===== config.mk =====
export PLATFORM = sky130hd
export DESIGN_NAME = periph_clock_gate_hs_prescaler
export DESIGN_NICKNAME = d
export VERILOG_FILES = /design/src/include/clk_ctrl_pkg.sv /design/src/rtl/fast_clock_divider.sv /design/src/rtl/periph_clock_gate_hs_prescaler.sv
export SDC_FILE = /design/constraint.sdc
export NUM_CORES = 1
export LEC_CHECK = 0
export BUFFER_PORTS_ARGS = -buffer_cell sky130_fd_sc_hd__clkbuf_2
export CAP_MARGIN = 30
export CELL_PAD_IN_SITES_DETAIL_PLACEMENT = 0
export CELL_PAD_IN_SITES_GLOBAL_PLACEMENT = 1
export CORE_ASPECT_RATIO = 1.1
export CORE_MARGIN = 1
export CORE_UTILIZATION = 34
export CTS_BUF_LIST = sky130_fd_sc_hd__clkbuf_16
export CTS_CLUSTER_SIZE = 30
export DETAILED_ROUTE_END_ITERATION = 10
export HOLD_SLACK_MARGIN = 0.03
export PLACE_DENSITY_LB_ADDON = 0.1
export SYNTH_ARGS = -nofsm -noshare
export SYNTH_HDL_FRONTEND = slang
export SYNTH_SLANG_ARGS = --single-unit
export TNS_END_PERCENT = 10

===== constraint.sdc =====
create_clock -name pclk -period 2.2 [get_ports pclk]
set_input_delay 0.33 -clock pclk [delete_from_list [all_inputs] [get_ports pclk]]
set_output_delay 0.33 -clock pclk [all_outputs]
set_load 0.01 [all_outputs]

===== src/include/clk_ctrl_pkg.sv =====
// What this block does
// - Gate bit 13 set clocks the I/O port input logic; clear stops it.
// - Gate bit 12 set clocks the external memory port; clear stops it.
// - Gate bit 11 set clocks the DMA unit; clear stops it.
// - Gate bit 10 set clocks CPU timer 2; clear stops it.
// - Gate bit 9 set clocks CPU timer 1; clear stops it.
// - Gate bit 8 set clocks CPU timer 0; clear stops it.
// - Fast peripheral clock period is system clock times (N+1)*2.
// - Prescale field zero stops the fast clock; output holds a constant level.
// - Fast clock paces conversion-start ticks and the external converter clock.
// - After reset the prescaler is all ones and the converter clock runs.
// - Protected registers change only while the write window is open.
package clk_ctrl_pkg;

   // ----------------------------------------------------------------
   // Register map
   // ----------------------------------------------------------------
   localparam int ADDR_W = 12;
   localparam logic [ADDR_W-1:0] GATE_OFFSET = 12'h000;
   localparam logic [ADDR_W-1:0] PRESCALE_OFFSET = 12'h004;
   localparam logic [ADDR_W-1:0] WINDOW_OFFSET = 12'h008;
   localparam logic [ADDR_W-1:0] STATUS_OFFSET = 12'h00c;

   // ----------------------------------------------------------------
   // Fields and reset values
   // ----------------------------------------------------------------
   localparam int IO_PORT_BIT = 13;
   localparam int EXT_MEMORY_BIT = 12;
   localparam int DMA_BIT = 11;
   localparam int TIMER_TWO_BIT = 10;
   localparam int TIMER_ONE_BIT = 9;
   localparam int TIMER_ZERO_BIT = 8;
   localparam logic [15:0] GATE_WRITE_MASK = 16'h3f00;
   localparam logic [15:0] GATE_RESET = 16'h2700;
   localparam int PRESCALE_FIELD_W = 5;
   localparam logic [PRESCALE_FIELD_W-1:0] PRESCALE_RESET = 5'h1f;
   localparam int WINDOW_OPEN_BIT = 0;
   localparam int STATUS_BLOCKED_BIT = 0;
   localparam int STATUS_RUNNING_BIT = 1;
   localparam int STATUS_LEVEL_BIT = 2;

   // ----------------------------------------------------------------
   // Types
   // ----------------------------------------------------------------
   typedef struct packed {
      logic io_port_input_clock_gate;
      logic ext_memory_port_clock_gate;
      logic direct_memory_access_clock_gate;
      logic timer_two_clock_gate;
      logic timer_one_clock_gate;
      logic timer_zero_clock_gate;
   } clock_gates_s;

   typedef enum logic [1:0] {
      BUS_IDLE = 2'b00,
      BUS_ANSWER = 2'b01
   } bus_state_e;

endpackage


===== src/rtl/fast_clock_divider.sv =====
`timescale 1ns/1ns
module fast_clock_divider #(
   parameter int DIV_W = clk_ctrl_pkg::PRESCALE_FIELD_W
) (
   input wire logic pclk,
   input wire logic presetn,
   input wire logic [DIV_W-1:0] divisor,
   output logic fast_clk_q,
   output logic fast_rise_q,
   output logic running
);
   import clk_ctrl_pkg::*;

   logic [DIV_W-1:0] active_q;
   logic [DIV_W-1:0] cnt_q;

   if (DIV_W < 1 || DIV_W > 16) begin : g_bad_width
      $error("fast_clock_divider: divisor width must be 1 to 16");
   end

   assign running = (active_q != '0);

   // ----------------------------------------------------------------
   // Divider
   // ----------------------------------------------------------------
   // A new divisor is adopted at the end of a whole period, or at once while stopped, so a
   // change never shortens a half period into a runt pulse.
   always_ff @(posedge pclk or negedge presetn) begin
      if (!presetn) begin
         active_q <= '1;
         cnt_q <= '0;
         fast_clk_q <= 1'b0;
      end else if (active_q == '0) begin
         cnt_q <= '0;
         fast_clk_q <= 1'b0;
         active_q <= divisor;
      end else if (cnt_q == active_q) begin
         cnt_q <= '0;
         fast_clk_q <= ~fast_clk_q;
         if (fast_clk_q) begin
            active_q <= divisor;
         end
      end else begin
         cnt_q <= cnt_q + 1'b1;
      end
   end

   always_ff @(posedge pclk or negedge presetn) begin
      if (!presetn) begin
         fast_rise_q <= 1'b0;
      end else begin
         fast_rise_q <= running && (cnt_q == active_q) && !fast_clk_q;
      end
   end
endmodule


===== src/rtl/periph_clock_gate_hs_prescaler.sv =====
`timescale 1ns/1ns
module periph_clock_gate_hs_prescaler #(
   parameter int PRESCALE_W = clk_ctrl_pkg::PRESCALE_FIELD_W
) (
   input wire logic pclk,
   input wire logic presetn,
   input wire logic psel,
   input wire logic penable,
   input wire logic pwrite,
   input wire logic [clk_ctrl_pkg::ADDR_W-1:0] paddr,
   input wire logic [31:0] pwdata,
   output logic [31:0] prdata,
   output logic pready,
   output logic pslverr,
   output clk_ctrl_pkg::clock_gates_s unit_clock_gates,
   output logic fast_peripheral_clock,
   output logic conversion_start_tick,
   output logic external_converter_clock
);
   import clk_ctrl_pkg::*;

   // ----------------------------------------------------------------
   // Parameter checks
   // ----------------------------------------------------------------
   if (PRESCALE_W != PRESCALE_FIELD_W) begin : g_bad_prescale
      $error("prescale width must match the documented 5-bit field");
   end

   // ----------------------------------------------------------------
   // Declarations
   // ----------------------------------------------------------------
   bus_state_e state_q;
   logic pready_q;
   logic pslverr_q;
   logic [31:0] prdata_q;
   logic [15:0] gate_q;
   logic [PRESCALE_W-1:0] prescale_q;
   logic window_q;
   logic blocked_q;
   logic ext_clk_q;
   logic fast_clk;
   logic fast_rise;
   logic running;
   logic access;
   logic commit;
   logic wr_commit;
   logic mapped;
   logic protected_hit;
   logic [31:0] read_value;

   // ----------------------------------------------------------------
   // Address decode
   // ----------------------------------------------------------------
   function automatic logic hits(input logic [ADDR_W-1:0] addr, input logic [ADDR_W-1:0] offset);
      hits = (addr == offset);
   endfunction

   assign access = psel && penable;
   assign mapped = hits(paddr, GATE_OFFSET) || hits(paddr, PRESCALE_OFFSET)
                   || hits(paddr, WINDOW_OFFSET) || hits(paddr, STATUS_OFFSET);
   assign protected_hit = hits(paddr, GATE_OFFSET) || hits(paddr, PRESCALE_OFFSET);
   assign commit = (state_q == BUS_ANSWER) && access && pready_q;
   assign wr_commit = commit && pwrite && !pslverr_q;

   always_comb begin
      read_value = 32'h0000_0000;
      if (hits(paddr, GATE_OFFSET)) begin
         read_value[15:0] = gate_q & GATE_WRITE_MASK;
      end else if (hits(paddr, PRESCALE_OFFSET)) begin
         read_value[PRESCALE_W-1:0] = prescale_q;
      end else if (hits(paddr, WINDOW_OFFSET)) begin
         read_value[WINDOW_OPEN_BIT] = window_q;
      end else if (hits(paddr, STATUS_OFFSET)) begin
         read_value[STATUS_BLOCKED_BIT] = blocked_q;
         read_value[STATUS_RUNNING_BIT] = running;
         read_value[STATUS_LEVEL_BIT] = fast_clk;
      end
   end

   // ----------------------------------------------------------------
   // Bus slave
   // ----------------------------------------------------------------
   // One wait state: the answer is built from a flop so that prdata,
   // pready and pslverr all come straight from registers.
   always_ff @(posedge pclk or negedge presetn) begin
      if (!presetn) begin
         state_q <= BUS_IDLE;
         pready_q <= 1'b0;
         pslverr_q <= 1'b0;
         prdata_q <= 32'h0000_0000;
      end else begin
         case (state_q)
            BUS_IDLE: begin
               if (access) begin
                  state_q <= BUS_ANSWER;
                  pready_q <= 1'b1;
                  pslverr_q <= !mapped;
                  prdata_q <= pwrite ? 32'h0000_0000 : read_value;
               end
            end
            BUS_ANSWER: begin
               state_q <= BUS_IDLE;
               pready_q <= 1'b0;
               pslverr_q <= 1'b0;
               prdata_q <= 32'h0000_0000;
            end
            default: begin
               state_q <= BUS_IDLE;
               pready_q <= 1'b0;
               pslverr_q <= 1'b0;
               prdata_q <= 32'h0000_0000;
            end
         endcase
      end
   end

   assign prdata = prdata_q;
   assign pready = pready_q;
   assign pslverr = pslverr_q;

   // ----------------------------------------------------------------
   // Write window
   // ----------------------------------------------------------------
   always_ff @(posedge pclk or negedge presetn) begin
      if (!presetn) begin
         window_q <= 1'b0;
      end else if (wr_commit && hits(paddr, WINDOW_OFFSET)) begin
         window_q <= pwdata[WINDOW_OPEN_BIT];
      end
   end

   // A refused write is otherwise silent, so software can find it here.
   // A new refusal in the clearing cycle wins over the clear.
   always_ff @(posedge pclk or negedge presetn) begin
      if (!presetn) begin
         blocked_q <= 1'b0;
      end else if (wr_commit && protected_hit && !window_q) begin
         blocked_q <= 1'b1;
      end else if (wr_commit && hits(paddr, STATUS_OFFSET) && pwdata[STATUS_BLOCKED_BIT]) begin
         blocked_q <= 1'b0;
      end
   end

   // ----------------------------------------------------------------
   // Gating register
   // ----------------------------------------------------------------
   always_ff @(posedge pclk or negedge presetn) begin
      if (!presetn) begin
         gate_q <= GATE_RESET;
      end else if (wr_commit && hits(paddr, GATE_OFFSET) && window_q) begin
         gate_q <= pwdata[15:0] & GATE_WRITE_MASK;
      end
   end

   // Each unit gets a registered enable, so its clock gate never sees a
   // bus glitch; the enable changes only on a system clock edge.
   assign unit_clock_gates.io_port_input_clock_gate = gate_q[IO_PORT_BIT];
   assign unit_clock_gates.ext_memory_port_clock_gate = gate_q[EXT_MEMORY_BIT];
   assign unit_clock_gates.direct_memory_access_clock_gate = gate_q[DMA_BIT];
   assign unit_clock_gates.timer_two_clock_gate = gate_q[TIMER_TWO_BIT];
   assign unit_clock_gates.timer_one_clock_gate = gate_q[TIMER_ONE_BIT];
   assign unit_clock_gates.timer_zero_clock_gate = gate_q[TIMER_ZERO_BIT];

   // ----------------------------------------------------------------
   // Prescale register
   // ----------------------------------------------------------------
   always_ff @(posedge pclk or negedge presetn) begin
      if (!presetn) begin
         prescale_q <= PRESCALE_RESET;
      end else if (wr_commit && hits(paddr, PRESCALE_OFFSET) && window_q) begin
         prescale_q <= pwdata[PRESCALE_W-1:0];
      end
   end

   // ----------------------------------------------------------------
   // Fast peripheral clock
   // ----------------------------------------------------------------
   fast_clock_divider #(
      .DIV_W(PRESCALE_W)
   ) u_divider (
      .pclk(pclk),
      .presetn(presetn),
      .divisor(prescale_q),
      .fast_clk_q(fast_clk),
      .fast_rise_q(fast_rise),
      .running(running)
   );

   // The pad copy lags the internal clock by one cycle; both share the
   // same divider so their periods always agree.
   always_ff @(posedge pclk or negedge presetn) begin
      if (!presetn) begin
         ext_clk_q <= 1'b0;
      end else begin
         ext_clk_q <= fast_clk;
      end
   end

   assign fast_peripheral_clock = fast_clk;
   assign conversion_start_tick = fast_rise;
   assign external_converter_clock = ext_clk_q;
endmodule


==> impl_metrics.toml, run 1 <==
[route]
drt_pre_antenna_iters = 4
vias = 1303
drt_iter0_drc = 38
drc = 0
ant_nets = 0
totalWireLength_um = 3567
via_per_inst = 4.621
wl_per_cell_um = 12.65

[power_and_ir_drop]
ir_drop_uv = 417.2
cellLeakagePower_nw = 1.151
cellPowerDensity_mw_per_mm2 = 650.4

[synthesis]
synth_mux_area_share_pct = 7.816
synth-adder-area-share_pct = 0.6680
ys_seq_elements = 39
synth_top_family_by_area = "simple AND/OR/NAND/NOR gates"
synth_compound_area_share_pct = 11.22
seq_area_frac_synth_pct = 53.04
syn_inst = 154
yosys_warnings = 0
synth.distinct_cells = 36
synthXorXnorAreaFrac_pct = 3.741
synthesis.area_mm2 = 0.001873
syn_avg_cell_area_um2 = 12.16
synth_simple_gate_area_share_pct = 13.89

[clock_tree]
htreeDepth = 2
cts_buffer_depth = 2
cts_hold_buf = 0
cts-resized-gates = 0
clk_latency_ns = 0.28
post_cts_buffers = 0
tritoncts = "yes"
clk_pin_slew_ns = 0.06
cts_root_buf = "clkbuf_16"
cts_buffers = 5
cts.sink_count = 39

[sta]
finalHoldViolations = 0
rsz0062_at_grt = "false"
finClkSkew_ns = 0.004756
clock.fmax_ghz = 0.5327
setup_viol = 0
fin_crit_sh_pct = 85.33
min_period_ns = 1.877
drv_slew = 0
setup_tns_ns = 0

[critical_path]
rr_startpoint = "pready"
r2r_setup_slack_ns = 0.32
r2r_cells = 4
path_class = "flop to flop"
r2r-end = "prdata[10]"
start_kind = "flop"
cp_max_fo = 6
crit_required_ns = 2.41
endpoint_kind = "flop"
arrival_ns = 2.09

[global_routing]
grt_pass1_wl_um = 6003
antenna_found_initial = 0
grt_max_degree = 40
grt_use_total_pct = 13.85
grt_pass1_vias = 1277
grt-ovfl-total = 0

[floorplan]
dieWidth_um = 72.77
die_y_um = 79.85
initial_core_util_pct = 36.24
rows = 27
core-area_mm2 = 0.005169
fp.dieArea_mm2 = 0.005810
ioPinCount = 92

[cells_and_area]
final_common_cell = "clkbuf_2"
area_growth_pct = 21.64
insertedDiodeCount = 0
drive_gt1_share_pct = 38.57
fin_util_pct = 44.08
layout_common_cells = "clkbuf_2 (49), dfrtp_1 (25), conb_1 (21)"
layout.nets = 259
fillers = 518

[min_path]
min_path_type = "input port to async pin"

[placement]
dp_hpwl_um = 2836
gp_congestion = 0.7262
io_buffers = 49

[run_status]
status = "finished, final reports clean"

[job]
maxCapViolations = 0
-- final cells by class --
cell class	count	area (um^2)	share of cell area, %
Clock inverter	3	16.27	0.7139
Tap cell	72	90.09	3.954
Sequential cell	39	993.5	43.60
Inverter	2	7.507	0.3295
Multi-Input combinational cell	109	778.2	34.16
Clock buffer	5	125.1	5.491
Timing Repair Buffer	52	267.8	11.75
-- flip-flops by register name, indices dropped and copies added, names as in the netlist --
| signal | flops |
|---|---|
| pready | 1 |
| window_q | 1 |
| pslverr | 1 |
| u_divider.cnt_q | 5 |
| blocked_q | 1 |
| u_divider.fast_clk_q | 1 |
| u_divider.active_q | 5 |
| external_converter_clock | 1 |
| u_divider.fast_rise_q | 1 |
| gate_q | 6 |
| prescale_q | 5 |
| prdata | 11 |
-- cells in the mapped netlist (all sizes together) --
master	n	share of area, %
nor2b	3	1.0
o211ai	1	0.40
conb	1	0.20
nand4	3	1.7
buf	21	8.4
dfstp	14	20
and3	2	0.67
mux2	13	7.8
or2	1	0.33
o2bb2ai	1	0.47
xnor2	6	2.8
or4bb	1	0.60
a21o	2	0.80
a21oi	2	0.53
a22o	13	6.1
and4bb	1	0.67
nor3	2	1.7
or4	3	1.8
nor2	7	1.4
a311oi	1	0.47
inv	2	0.40
a31oi	1	0.33
nand4b	1	0.47
nor4	2	0.67
nand3	3	0.80
a22oi	1	0.40
o21ai	5	1.3
clkbuf	3	0.60
nand2	7	1.4
dfrtp	25	33
xor2	2	0.94
nand2b	2	0.67
ha	1	0.67
a211oi	1	0.40
-- cell families (layout without fill, tap and decap cells) --
kind of cell / after synthesis / in the layout
simple gates: 38 / 38
fa+ha+maj: 1 / 1
other cells: 1 / 21
mux: 13 / 13
buf+inv: 26 / 62
flops: 39 / 39
xor+xnor: 8 / 8
compound gates: 28 / 28
-- critical path, stage by stage, from the launching register on --
cell     delay [ns]
dfrtp_1        0.42
or4bb_1        0.48
or4_4          0.47
nor3_4         0.26
a22o_1         0.17
-- per-stage QoR --
stage | worst slack, ns | power, mW | hold slack, ns | std cells | instance area [um^2]
floorplan | 0.3511 | 0.8049 | 0.03441 | 174 | 1948
global placement | 0.1454 | 0.8239 | 0.4036 | 274 | 2137
detailed placement | 0.1228 | 0.8268 | 0.4205 | 274 | 2137
CTS | 0.2793 | 1.508 | 0.1268 | 282 | 2278
global route | 0.2098 | 1.561 | 0.1463 | 282 | 2278
finish | 0.3228 | 1.482 | 0.09796 | 282 | 2278
-- report_power, final --
group	internal (mW)	switching, mW
Combinational	0.0308	0.0565
Clock	0.412	0.256
Sequential	0.723	0.00357
-- worst max-delay path by stage --
stage | slack [ns] | endpoint | startpoint | depth (start not counted)
4_1_cts | 0.28 | prdata[13] | pready | 4
3_3_place_gp | 0.15 | prdata[12] | paddr[9] | 5
3_5_place_dp | 0.12 | prdata[8] | paddr[9] | 5
5_1_grt | 0.21 | prdata[8] | pready | 4
6_report | 0.32 | prdata[10] | pready | 4
2_1_floorplan | 0.35 | prdata[10] | paddr[9] | 4
-- layer usage --
metal | track usage, % | routed length, um
met5 | 0 | 0
met4 | 5.882 | 64
met3 | 4.167 | 229
met2 | 22.90 | 1867
met1 | 16.59 | 1405
(Power assumes the default switching activity.)
==> inputs of run 2 (changes only) <==
--- a/config.mk
+++ b/config.mk
@@ -15,6 +15,7 @@
 export CTS_BUF_LIST = sky130_fd_sc_hd__clkbuf_16
 export CTS_CLUSTER_SIZE = 30
 export DETAILED_ROUTE_END_ITERATION = 10
+export GPL_TIMING_DRIVEN = 0
 export HOLD_SLACK_MARGIN = 0.03
 export PLACE_DENSITY_LB_ADDON = 0.1
 export SYNTH_ARGS = -nofsm -noshare
==> impl_metrics.toml, run 2 (synthesized netlist as in run 1, its figures left out) <==
[cells_and_area]
fin_util_pct = 48.29
area_growth_pct = 33.27
largest_reg_flops = 11
fillers = 502
layout.nets = 280
instances_no_fill = 303
final_common_cell = "clkbuf_2"
drive_gt1_share_pct = 42.86
layout_common_cells = "clkbuf_2 (47), dfrtp_1 (25), buf_4 (21), conb_1 (21), dfstp_2 (14)"
insertedDiodeCount = 0
fin_area_mm2 = 0.002496

[sta]
setup_ws_ns = 0.2684
min_period_ns = 1.932
fin_crit_sh_pct = 87.80
holdWs_ns = 0.2614
drv_slew = 0
setup_tns_ns = 0
finalHoldViolations = 0
clock.fmax_ghz = 0.5177
finClkSkew_ns = 0.002804
setup_viol = 0
rsz0062_at_grt = "false"

[clock_tree]
cts.sink_count = 39
htreeDepth = 2
cts_buffer_depth = 2
cts_root_buf = "clkbuf_16"
clk_latency_ns = 0.28
cts_buffers = 5
tritoncts = "yes"
cts-resized-gates = 0
clk_pin_slew_ns = 0.06

[power_and_ir_drop]
power.total_mw = 1.773
swShare_pct = 19.47
p_switching_mw = 0.3452
ir_drop_uv = 268.0
cellPowerDensity_mw_per_mm2 = 710.3
p_comb_share_pct = 6.7
power.share.clock_pct = 52.3
cellLeakagePower_nw = 1.278
cell_internal_pwr_mw = 1.428
seq_power_share_pct = 40.9

[critical_path]
endpoint_kind = "flop"
crit_chain = "or4bb_1 > or4_4 > nor3_4 > a22o_1"
crit_required_ns = 2.42
rr_startpoint = "pready"
arrival_ns = 2.15
r2r_setup_slack_ns = 0.27
path_buf_inv = 0
startpoint = "pready"
cp_max_fo = 6
path_delay_family = "simple AND/OR/NAND/NOR gates"
crit_slowest_cell = "or4bb_1"
start_kind = "flop"
cpPeakStageDelay_ns = 0.49
path_class = "flop to flop"

[floorplan]
fp.dieArea_mm2 = 0.005810
die_y_um = 79.85
core-area_mm2 = 0.005169
dieWidth_um = 72.77
rows = 27
ioPinCount = 92
initial_core_util_pct = 36.24

[route]
drt_iter0_drc = 44
drt_pre_antenna_iters = 4
drc = 0
vias = 1359
ant_nets = 0
via_per_inst = 4.485
wl_per_cell_um = 12.49
totalWireLength_um = 3784

[global_routing]
grt_pass1_wl_um = 6189
grt_pass1_vias = 1307
antenna_found_initial = 0
grt-ovfl-total = 0
grt_max_degree = 40
grt_use_total_pct = 14.22

[job]
maxCapViolations = 0

[placement]
dp_hpwl_um = 2950
dp_slack_ns = 0.08220
dpl_cell_area_mm2 = 0.002273
io_buffers = 47
place_inst = 293
gp_congestion = 0.7935

[run_status]
status = "finished, final reports clean"

[min_path]
min_from = "pwdata[11]"
min_path_type = "input port to flop"
-- run 2: power by group through the flow --
stage,Combinational (mW),Clock [mW],Sequential [mW]
floorplan,0.0662,0,0.739
finish,0.120,0.927,0.726
global placement,0.111,0,0.737
global route,0.133,0.978,0.726
detailed placement,0.114,0,0.737
CTS,0.114,0.951,0.726
-- run 2: repair_timing --
action / 4_1_cts / 5_1_grt
hold endpoints to repair: 0 / 3
buffers inserted: 0 / 0
hold buffers: 0 / 1
-- run 2: worst paths after layout --
path,endpoint,cells past startpoint
min reg2reg,prdata[1],1
min,gate_q[11],2
min in group asynchronous,u_divider.fast_rise_q,2
max,prdata[10],4
max reg2reg,prdata[10],4
max in group asynchronous,gate_q[9],3
-- run 2: area by class of cell --
| cell class | instances | area [um^2] | area share, % |
|---|---|---|---|
| tap | 72 | 90.09 | 3.609 |
| clock buffer | 5 | 125.1 | 5.013 |
| sequential | 39 | 993.5 | 39.80 |
| inverter | 2 | 7.507 | 0.3008 |
| timing repair buffer | 49 | 265.3 | 10.63 |
| multi-input combinational | 109 | 778.2 | 31.18 |
| clock inverter | 3 | 67.56 | 2.707 |
| buffer | 24 | 168.9 | 6.767 |
-- run 2: metal layers --
layer  vias up  GRT usage (%)  part of all wire [%]
met5         -              0                     0
met4         0          5.882                   1.7
met3         7          3.914                   5.6
met2        49          24.39                    52
met1       641          16.56                    41
li1        662              -                     -
